### src/logic/etc_timer_map.vh
// Purpose: Register map, field positions and reset values of the timer block
// Assumes: AXI4-Lite byte addresses, one 32-bit word per register
// Notes:   Three channels, each a block of four words
`ifndef ETC_TIMER_MAP_VH
`define ETC_TIMER_MAP_VH

// ==========================================================
// Register offsets within a channel block
`define ETC_CH_STRIDE     8'h10
`define ETC_OFF_COUNT     4'h0
`define ETC_OFF_COMPARE   4'h4
`define ETC_OFF_CLKSEL    4'h8
`define ETC_OFF_MODE      4'hC
`define ETC_NUM_CH        3

// ==========================================================
// Mode control fields
`define ETC_MODE_OUT_EN   0
`define ETC_MODE_TOG_POL  1
`define ETC_MODE_FF_CLR   2
`define ETC_MODE_FF_SET   3
`define ETC_MODE_PWM      6
`define ETC_MODE_CNT_EN   7

// ==========================================================
// Clock select codes and reset values
`define ETC_CLK_EV_FALL   3'h0
`define ETC_CLK_EV_RISE   3'h1
`define ETC_RST_BYTE      8'h00
`define ETC_PRESC_W       12

// AXI responses
`define ETC_RESP_OKAY     2'h0
`define ETC_RESP_SLVERR   2'h2

`endif

### src/logic/etc_timer.v
// Purpose: Three-channel eight-bit timer/event counter with AXI4-Lite registers
// Assumes: MCLK 50 MHz, RST asynchronous active high, event pins asynchronous
// Notes:   Each channel: counter, compare, clock select, mode control, wave out

`timescale 1ns/10ps
`include "etc_timer_map.vh"

// ==========================================================
// One timer channel
module etc_channel (
   input  wire       clk,
   input  wire       rst,
   input  wire [11:0] presc,
   input  wire       ev_pin,
   input  wire       cmp_we,
   input  wire [7:0] cmp_wdata,
   input  wire       clk_we,
   input  wire [2:0] clk_wdata,
   input  wire       mode_we,
   input  wire [7:0] mode_wdata,
   output reg  [7:0] count_q,
   output reg  [7:0] compare_q,
   output reg  [2:0] clksel_q,
   output wire [7:0] mode_rd,
   output reg        irq_q,
   output wire       wave_o,
   output wire       wave_oe
);
   reg  [7:0]  mode_q;
   reg         ev_s1_q;
   reg         ev_s2_q;
   reg         ev_s3_q;
   reg         ff_q;
   reg  [11:0] presc_base_q;
   wire        cnt_en   = mode_q[`ETC_MODE_CNT_EN];
   wire        pwm_mode = mode_q[`ETC_MODE_PWM];
   wire        tog_pol  = mode_q[`ETC_MODE_TOG_POL];
   wire        ev_rise  = ev_s2_q & ~ev_s3_q;
   wire        ev_fall  = ~ev_s2_q & ev_s3_q;
   wire [11:0] rel      = presc - presc_base_q;
   reg         tick;
   wire        match    = cnt_en & tick & (count_q == compare_q);
   wire        ovf      = cnt_en & tick & (count_q == 8'hFF);

   // Set and reset controls read as zero after a write
   assign mode_rd = {mode_q[7:4], 2'b00, mode_q[1:0]};
   assign wave_oe = mode_q[`ETC_MODE_OUT_EN];
   // PWM drives level ff_q xor polarity; ff_q is "active" flag in PWM
   assign wave_o  = wave_oe & (pwm_mode ? (ff_q ^ tog_pol) : ff_q);

   // ==========================================================
   // Count clock selection
   always @* begin
      case (clksel_q)
         3'h0: tick = ev_fall;
         3'h1: tick = ev_rise;
         3'h2: tick = 1'b1;
         3'h3: tick = (rel[1:0] == 2'h3);
         3'h4: tick = (rel[3:0] == 4'hF);
         3'h5: tick = (rel[5:0] == 6'h3F);
         3'h6: tick = (rel[7:0] == 8'hFF);
         default: tick = (rel[9:0] == 10'h3FF);
      endcase
   end

   // ==========================================================
   // Registers, counter and output flip-flop
   always @(posedge clk or posedge rst) begin
      if (rst) begin
         ev_s1_q      <= 1'b0;
         ev_s2_q      <= 1'b0;
         ev_s3_q      <= 1'b0;
         mode_q       <= `ETC_RST_BYTE;
         compare_q    <= `ETC_RST_BYTE;
         clksel_q     <= 3'h0;
         count_q      <= `ETC_RST_BYTE;
         irq_q        <= 1'b0;
         ff_q         <= 1'b0;
         presc_base_q <= 12'h000;
      end else begin
         ev_s1_q <= ev_pin;
         ev_s2_q <= ev_s1_q;
         ev_s3_q <= ev_s2_q;
         irq_q   <= match;
         if (cmp_we)
            compare_q <= cmp_wdata;
         if (clk_we)
            clksel_q <= clk_wdata;
         if (mode_we) begin
            mode_q <= {mode_wdata[7:6], 2'b00, mode_wdata[3:0]};
            // Start free of prescaler phase: start error at most one tick
            if (mode_wdata[`ETC_MODE_CNT_EN] & ~cnt_en)
               presc_base_q <= presc;
         end
         if (!cnt_en) begin
            count_q <= 8'h00;
            if (pwm_mode)
               ff_q <= 1'b0;
         end else if (tick) begin
            if (!pwm_mode && match)
               count_q <= 8'h00;
            else
               count_q <= count_q + 8'h01;
         end
         if (cnt_en && pwm_mode) begin
            if (match)
               ff_q <= 1'b0;
            else if (ovf)
               ff_q <= 1'b1;
         end else if (cnt_en && match && tog_pol) begin
            ff_q <= ~ff_q;
         end
         if (mode_we && !mode_wdata[`ETC_MODE_PWM]) begin
            if (mode_wdata[`ETC_MODE_FF_SET] & ~mode_wdata[`ETC_MODE_FF_CLR])
               ff_q <= 1'b1;
            else if (~mode_wdata[`ETC_MODE_FF_SET] & mode_wdata[`ETC_MODE_FF_CLR])
               ff_q <= 1'b0;
         end else if (mode_we && mode_wdata[`ETC_MODE_PWM]
                      && !mode_wdata[`ETC_MODE_CNT_EN]) begin
            ff_q <= 1'b0;
         end
      end
   end
endmodule // etc_channel

module etc_timer (
   input  wire        MCLK,
   input  wire        RST,
   input  wire [7:0]  AWADDR,
   input  wire        AWVALID,
   output wire        AWREADY,
   input  wire [31:0] WDATA,
   input  wire [3:0]  WSTRB,
   input  wire        WVALID,
   output wire        WREADY,
   output reg  [1:0]  BRESP,
   output reg         BVALID,
   input  wire        BREADY,
   input  wire [7:0]  ARADDR,
   input  wire        ARVALID,
   output wire        ARREADY,
   output reg  [31:0] RDATA,
   output reg  [1:0]  RRESP,
   output reg         RVALID,
   input  wire        RREADY,
   input  wire [2:0]  EVENT_IN,
   output wire [2:0]  WAVE_OUT,
   output wire [2:0]  WAVE_OE,
   output wire [2:0]  MATCH_IRQ
);
   reg  [7:0]  aw_q;
   reg         aw_ok_q;
   reg  [31:0] wd_q;
   reg  [3:0]  ws_q;
   reg         wd_ok_q;
   reg  [`ETC_PRESC_W-1:0] presc_q;
   wire [23:0] count_v;
   wire [23:0] cmp_v;
   wire [8:0]  clk_v;
   wire [23:0] mode_v;
   wire        do_wr    = aw_ok_q & wd_ok_q & ~BVALID;
   wire [1:0]  wch      = aw_q[5:4];
   wire [3:0]  wreg     = {aw_q[3:2], 2'b00};
   wire        wmapped  = (wch < 2'd3) & (aw_q[7:6] == 2'b00);
   wire [1:0]  rch      = ARADDR[5:4];
   wire [3:0]  rreg     = {ARADDR[3:2], 2'b00};
   wire        rmapped  = (rch < 2'd3) & (ARADDR[7:6] == 2'b00);

   assign AWREADY = ~aw_ok_q;
   assign WREADY  = ~wd_ok_q;
   assign ARREADY = ~RVALID;

   // ==========================================================
   // Shared free-running prescaler
   always @(posedge MCLK or posedge RST) begin
      if (RST)
         presc_q <= 12'h000;
      else
         presc_q <= presc_q + 12'h001;
   end

   // ==========================================================
   // AXI4-Lite write path
   always @(posedge MCLK or posedge RST) begin
      if (RST) begin
         aw_q    <= 8'h00;
         aw_ok_q <= 1'b0;
         wd_q    <= 32'h0000_0000;
         ws_q    <= 4'h0;
         wd_ok_q <= 1'b0;
         BVALID  <= 1'b0;
         BRESP   <= `ETC_RESP_OKAY;
      end else begin
         if (AWVALID && !aw_ok_q) begin
            aw_q    <= AWADDR;
            aw_ok_q <= 1'b1;
         end
         if (WVALID && !wd_ok_q) begin
            wd_q    <= WDATA;
            ws_q    <= WSTRB;
            wd_ok_q <= 1'b1;
         end
         if (do_wr) begin
            BVALID  <= 1'b1;
            BRESP   <= wmapped ? `ETC_RESP_OKAY : `ETC_RESP_SLVERR;
            aw_ok_q <= 1'b0;
            wd_ok_q <= 1'b0;
         end else if (BVALID && BREADY) begin
            BVALID <= 1'b0;
         end
      end
   end

   // ==========================================================
   // AXI4-Lite read path
   always @(posedge MCLK or posedge RST) begin
      if (RST) begin
         RVALID <= 1'b0;
         RDATA  <= 32'h0000_0000;
         RRESP  <= `ETC_RESP_OKAY;
      end else if (ARVALID && !RVALID) begin
         RVALID <= 1'b1;
         RRESP  <= rmapped ? `ETC_RESP_OKAY : `ETC_RESP_SLVERR;
         RDATA  <= 32'h0000_0000;
         if (rmapped) begin
            case (rreg)
               `ETC_OFF_COUNT:   RDATA <= {24'h0, count_v[rch*8 +: 8]};
               `ETC_OFF_COMPARE: RDATA <= {24'h0, cmp_v[rch*8 +: 8]};
               `ETC_OFF_CLKSEL:  RDATA <= {29'h0, clk_v[rch*3 +: 3]};
               default:          RDATA <= {24'h0, mode_v[rch*8 +: 8]};
            endcase
         end
      end else if (RVALID && RREADY) begin
         RVALID <= 1'b0;
      end
   end

   // ==========================================================
   // Channels
   genvar g;
   generate
      for (g = 0; g < `ETC_NUM_CH; g = g + 1) begin : ch
         wire sel = do_wr & wmapped & (wch == g) & ws_q[0];
         etc_channel u_ch (
            .clk        (MCLK),
            .rst        (RST),
            .presc      (presc_q),
            .ev_pin     (EVENT_IN[g]),
            .cmp_we     (sel & (wreg == `ETC_OFF_COMPARE)),
            .cmp_wdata  (wd_q[7:0]),
            .clk_we     (sel & (wreg == `ETC_OFF_CLKSEL)),
            .clk_wdata  (wd_q[2:0]),
            .mode_we    (sel & (wreg == `ETC_OFF_MODE)),
            .mode_wdata (wd_q[7:0]),
            .count_q    (count_v[g*8 +: 8]),
            .compare_q  (cmp_v[g*8 +: 8]),
            .clksel_q   (clk_v[g*3 +: 3]),
            .mode_rd    (mode_v[g*8 +: 8]),
            .irq_q      (MATCH_IRQ[g]),
            .wave_o     (WAVE_OUT[g]),
            .wave_oe    (WAVE_OE[g])
         );
      end
   endgenerate
endmodule // etc_timer

### config.mk
export PLATFORM = sky130hd
export DESIGN_NAME = etc_timer
export DESIGN_NICKNAME = d
export VERILOG_FILES = /design/src/logic/etc_timer.v
export VERILOG_INCLUDE_DIRS = /design/src /design/src/logic
export SDC_FILE = /design/constraint.sdc
export NUM_CORES = 1
export LEC_CHECK = 0
export ABC_AREA = 1
export BUFFER_PORTS_ARGS = -buffer_cell sky130_fd_sc_hd__buf_2
export CAP_MARGIN = 25
export CORE_MARGIN = 2
export CORE_UTILIZATION = 24
export CTS_BUF_LIST = sky130_fd_sc_hd__clkbuf_8 sky130_fd_sc_hd__clkbuf_16
export DETAILED_ROUTE_END_ITERATION = 8
export GPL_ROUTABILITY_DRIVEN = 0
export PLACE_DENSITY_LB_ADDON = 0.2
export SLEW_MARGIN = 20
export SYNTH_ARGS = -nofsm -noshare
export SYNTH_HDL_FRONTEND = slang
export SYNTH_SLANG_ARGS = --single-unit
### constraint.sdc
create_clock -name MCLK -period 11.1 [get_ports MCLK]
set_input_delay 1.11 -clock MCLK [delete_from_list [all_inputs] [get_ports MCLK]]
set_output_delay 1.11 -clock MCLK [all_outputs]
set_load 0.005 [all_outputs]
* Word level (Yosys, flattened, before mapping)
Index checks and enable logic that the tools add are counted.
Operators by class: $add $sub $neg 7, multipliers 1, magnitude comparators 2, equality and inequality tests 49, shifts and indexed selects 4, mux-type cells 57, bitwise operators 64, reductions and logical operators 48
Operators with widths (number):
- $mux 8 | 10
- $shiftx 24x6->8 | 3
- $eq 8x8->1 const B | 6
- $and 1x1->1 | 43
- $mux 1 | 41
- $eq 10x10->1 const B | 3
- $sub 10x10->10 | 3
- $eq 3x3->1 const B | 9
- $logic_and 1x1->1 | 26
- $add 8x1->8 const B | 3
- $eq 8x8->1 | 3
- $pmux 8 s3 | 1
- $pmux 1 s7 | 3
- $eq 3x2->1 const B | 6
- $eq 6x6->1 const B | 3
- $not 1->1 | 18
- $eq 2x2->1 const B | 7
- $add 12x1->12 const B | 1
- $eq 4x4->1 const B | 3
- $eq 3x1->1 const B | 3
- $logic_not 3->1 | 3
- $shiftx 9x5->3 | 1
- $logic_not 1->1 | 8
- $reduce_bool 2->1 | 4
- 9 further kinds | 21
Storage, ports and cells: register bits after elaboration 189, input bits 62, logic and storage cells 273

* Longest topological paths before layout
depth after elaboration 12, gate-level depth with buffers 22, gate-level depth less buffers 22

* Modules after synthesis
From an unflattened synthesis, not the netlist that was laid out.
Unflattened totals: cell total of the unflattened synthesis 1359, area, all modules 9978.3 um^2
By module, submodules not included:
- etc_channel | times used 3, cells an instance 331, area an instance 2442.3 um^2
- etc_timer | times used 1, cells an instance 366, area an instance 2651.3 um^2

* Worst setup path before layout
No wires, ideal clock.
kind register to register, start point register presc_q[0], end point register ch[1].u_ch.count_q[0], setup time 0.125 ns, arrival 2.411 ns, required time 10.975 ns, slack 8.563 ns, stages on the path, launching flop included 16, period minus slack after synthesis 2.537 ns, path through dfrtp_1 inv_1 ha_1 fa_1 nor2_1 nand2_1 nor2_1 nand3_2 nor2_2 nand3_1 nor2_1 nand2_1 nand2_2 nand4_2 o21ai_4 o21ai_1
Between the ends: word-level cells in the longest chain between the ends 9, elaborated cells between the ends (all ways) 14, those cells by class add/sub: 1; eq/ne: 6; mux: 4; bitwise: 2; reduce/logical: 1
RTL lines:
- from (decl) | line etc_timer.v:156 | reg [`ETC_PRESC_W-1:0] presc_q;
- from (signal assigned) | line etc_timer.v:179 | presc_q <= presc_q + 12'h001;
- $sub 10x10->10 (*) | line etc_timer.v:40 | wire [11:0] rel = presc - presc_base_q;
- $eq 10x10->1 (tied with other cells) | line etc_timer.v:62 | default: tick = (rel[9:0] == 10'h3FF);
- $pmux 1 s7 (*) | line etc_timer.v:54 | case (clksel_q)
- $and 1x1->1 (2 in a row) | line etc_timer.v:42 | wire match = cnt_en & tick & (count_q == compare_q);
- $logic_and 1x1->1 | line etc_timer.v:100 | if (!pwm_mode && match)
- $mux 8 | line etc_timer.v:100
- $mux 8 | line etc_timer.v:99 | end else if (tick) begin
- $mux 8 | line etc_timer.v:95 | if (!cnt_en) begin
- to (signal assigned) | line etc_timer.v:76 | count_q <= `ETC_RST_BYTE;
- to (signal assigned) | line etc_timer.v:103 | count_q <= count_q + 8'h01;
- to (decl) | line etc_timer.v:21 | output reg [7:0] count_q,
Every way passes the cells marked *; elsewhere a longest branch is shown, timed or not. The select of a mux whose other input is x is not followed. A chain may end at the register's enable or synchronous reset.

* Worst setup path in the final report
start point input port ARADDR[3], end point register RDATA[0]
Between the ends: word-level cells in the longest chain between the ends 3, elaborated cells between the ends (all ways) 5, those cells by class eq/ne: 2; mux: 2; reduce/logical: 1
RTL lines:
- from (decl) | line etc_timer.v:139 | input wire [7:0] ARADDR,
- $eq 2x2->1 (tied with other cells) | line etc_timer.v:226 | case (rreg)
- $pmux 8 s3 (*) | line etc_timer.v:226
- $mux 8 (*) | line etc_timer.v:225 | if (rmapped) begin
- to (signal assigned) | line etc_timer.v:227 | `ETC_OFF_COUNT: RDATA <= {24'h0, count_v[rch*8 +: 8]};
- to (signal assigned) | line etc_timer.v:228 | `ETC_OFF_COMPARE: RDATA <= {24'h0, cmp_v[rch*8 +: 8]};
- to (signal assigned) | line etc_timer.v:229 | `ETC_OFF_CLKSEL: RDATA <= {29'h0, clk_v[rch*3 +: 3]};
- to (decl) | line etc_timer.v:142 | output reg [31:0] RDATA,
Every way passes the cells marked *; elsewhere a longest branch is shown, timed or not.

==> flow_summary.json <==
{
  "wire_per_inst_um": 14.1,
  "instances_no_fill": 1924,
  "grt_pass1_wl_mm": 43.8,
  "whs_path_depth": 0,
  "synth_most_common_cell": "nand2_1",
  "critPathTopFamily": "compound AO/OA/AOI/OAI gates",
  "design.core.area_mm2": 0.0406,
  "antenna_found_initial": 1,
  "ctsRootBufferMaster": "clkbuf_16",
  "wl_met2_mm": 12.0,
  "ys_types": 48,
  "wl_met3_um": 778,
  "antenna_left": 0,
  "highest_layer": "met4",
  "synth_ff_type": "dfrtp_1",
  "vias_per_cell": 4.38,
  "post_dp_cell_area_mm2": 0.0105,
  "r2r-end": "ch[2].u_ch.count_q[2]",
  "worst_setup_path_end_kind": "register",
  "outcome": "finished clean",
  "relSlewSlack_pct": 23.5,
  "path_cells": "buf_2 > inv_1 > nand2_1 > inv_1 > nand2_1 > o21ai_0 > a2111oi_0 > o31ai_1",
  "p_seq_share_pct": 41.0,
  "drt-total-wl_mm": 27.1,
  "clock-sinks": 153,
  "max_freq_ghz": 0.314,
  "n_antenna_cell": 0,
  "p_per_area_mw_per_mm2": 157,
  "synth-edff-count": 0,
  "clock_skew_ns": 0.0148,
  "tightest_slew_ns": 1.12,
  "grt_max_degree": 96,
  "drive_gt1_share_pct": 9.12,
  "synth_seq_cells": 153,
  "io_pins": 112,
  "path_class": "in -> reg",
  "vias": 8425,
  "drcViolationCount": 0,
  "cp.depth": 8,
  "slowest_delay_ns": 0.89,
  "p_total_uw": 1740,
  "syn_area_mm2": 0.00982,
  "grt-ovfl-total": 0,
  "ir_drop_mv": 0.105,
  "r2r_slack_ns": 8.05,
  "cts_buffers": 17,
  "area_growth_pct": 12.5,
  "slew_violations": 0,
  "rsz0062_at_grt": "no",
  "reg2reg_depth": 16,
  "finalSetupTns_ns": 0,
  "place_inst": 1893,
  "p_clk_share_pct": 33.8,
  "min-delay-start": "ch[2].u_ch.ev_s1_q",
  "clkTransAtPathRegs_ns": 0.06,
  "htree_levels": 4,
  "maxCapViolations": 0,
  "fill_cells": 4457,
  "hpwl_mm": 20.8,
  "initialDrtViolationCount": 544,
  "initial_core_util_pct": 24.2,
  "min_path_type": "reg -> reg",
  "synth_top_area_share_pct": 39.0,
  "met1_length_mm": 13.9,
  "layout_worst_path_cycle_share_pct": 28.7,
  "clk_latency_ns": 0.44,
  "die_area_mm2": 0.0426,
  "start_kind": "input pin",
  "fin_crit_ns": 3.18,
  "post-cts-setup-buffers": 0,
  "p_sw_share_pct": 36.5,
  "cts_hold_buf": 0,
  "synth_common_cells": "307 x nand2_1, 228 x inv_1, 153 x dfrtp_1",
  "pwr-share-comb_pct": 25.2,
  "cp_data_arrival_time_ns": 3.46,
  "synth-seq-area-share_pct": 39.0,
  "cp_max_fo": 16,
  "die_w_um": 206,
  "cts_tree": "built",
  "synth_async_sr_flop_share_pct": 100,
  "grtUsageTotal_pct": 13.3,
  "setup_violations": 0,
  "io_buffers": 54,
  "crit_path_top_delay_cell": "a2111oi_0",
  "drtPass1Iterations": 5,
  "cp_num_buf_inv": 3,
  "finalHoldViolations": 0,
  "rr_startpoint": "presc_q[0]",
  "crit_required_ns": 11.38,
  "placementRows": 74,
  "internal_power_uw": 1100,
  "net-switching-power_uw": 633,
  "syn_inst": 1341,
  "yosysTopAreaCell": "dfrtp_1",
  "layout.nets": 1479,
  "grt_pass1_vias": 8117,
  "min_to": "ch[2].u_ch.ev_s2_q",
  "synth.area.top_cells": "dfrtp_1 39%, nand2_1 12%, inv_1 8.7%, nor2_1 5.0%, ha_1 4.3%",
  "yosys_warnings": 0,
  "power_leakage_uw": 0.00555,
  "cts_resized": 0,
  "syn_area_per_cell_um2": 7.32,
  "fin_area_mm2": 0.0111,
  "die_y_um": 206,
  "clock_path_buffers": 2
}
power by group through the flow:
| stage | clock (uW) | combinational (uW) | sequential [uW] |
|---|---|---|---|
| floorplan | 0 | 328 | 694 |
| global placement | 0 | 438 | 721 |
| detailed placement | 0 | 443 | 722 |
| CTS | 604 | 444 | 712 |
| global route | 626 | 503 | 724 |
| finish | 588 | 437 | 712 |
worst reg2reg max path: stages (launching register included):
cell and delay, ns:
dfrtp_1 0.37, inv_1 0.30, ha_1 0.26, fa_1 0.43, nor2_1 0.16, nand2_1 0.07
nor2_1 0.13, nand3_1 0.10, nor2_1 0.15, nand3_1 0.09, nor2_1 0.09, nand2_1 0.07
nand2_1 0.17, nand3_2 0.12, a21oi_4 0.26, nand3_1 0.10, o21ai_0 0.10
metrics by stage:
stage / setup slack, ns / hold slack, ns / utilization, %
floorplan: 5.87 / 0.331 / -
global placement: 7.60 / 0.333 / 25.8
detailed placement: 7.60 / 0.335 / 25.8
CTS: 8.04 / 0.350 / 27.2
global route: 7.74 / 0.362 / 27.2
finish: 7.92 / 0.348 / 27.2
routing by layer:
metal	vias to the layer above	global-route usage (%)
li1	4295	-
met1	3952	19.1
met2	153	20.5
met4	0	4.26
met3	25	1.96
met5	-	0
flip-flops by register name, summed over array words and instances, names as in the netlist, 3 cells and up:
signal / count
ch.u_ch.ev_s1_q: 3
ch.u_ch.presc_base_q: 30
RDATA: 8
ch.u_ch.irq_q: 3
ch.u_ch.compare_q: 24
ch.u_ch.ev_s3_q: 3
ch.u_ch.clksel_q: 9
ch.u_ch.ev_s2_q: 3
wd_q: 8
ch.u_ch.ff_q: 3
aw_q: 6
ch.u_ch.mode_q: 12
ch.u_ch.count_q: 24
presc_q: 10
kinds of logic (layout without fill, tap and decap cells):
| group | Yosys count | count (layout) | synth area share [%] |
|---|---|---|---|
| xor+xnor | 47 | 47 | 4.19 |
| fa+ha+maj | 37 | 37 | 4.94 |
| flops | 153 | 153 | 39.0 |
| other cells | 1 | 26 | 0.0382 |
| compound gates | 217 | 217 | 12.9 |
| simple gates | 591 | 591 | 26.0 |
| buf+inv | 295 | 321 | 12.9 |
worst max path at each step:
stage | startpoint | end | slack (ns)
after floorplan | RST | BRESP[1] | 5.87
after global placement | ARADDR[3] | RDATA[0] | 7.60
after detailed placement | ARADDR[3] | RDATA[0] | 7.60
after CTS | presc_q[0] | ch[2].u_ch.count_q[2] | 8.04
after global routing | presc_q[0] | ch[2].u_ch.count_q[2] | 7.74
final | ARADDR[3] | RDATA[0] | 7.92
cell usage in the layout (no fill, tap or decap), types with 28 or more instances in the layout:
cell / n
o21ai_0: 84
dfrtp_1: 153
nand2_1: 307
nand4_1: 30
xnor2_1: 28
a21oi_1: 61
nand3_1: 70
inv_1: 230
buf_2: 54
nor2_1: 130
ha_1: 34
area by class of cell:
class	count	area, um2	share of cell area (%)
Timing Repair Buffer	55	278	2.51
Sequential cell	153	3830	34.6
Inverter	235	887	8.03
Clock buffer	18	439	3.97
Clock inverter	13	131	1.19
Multi-Input combinational cell	918	4820	43.6
Tap cell	532	666	6.02
Note: power is estimated with default switching activity, not from simulation.
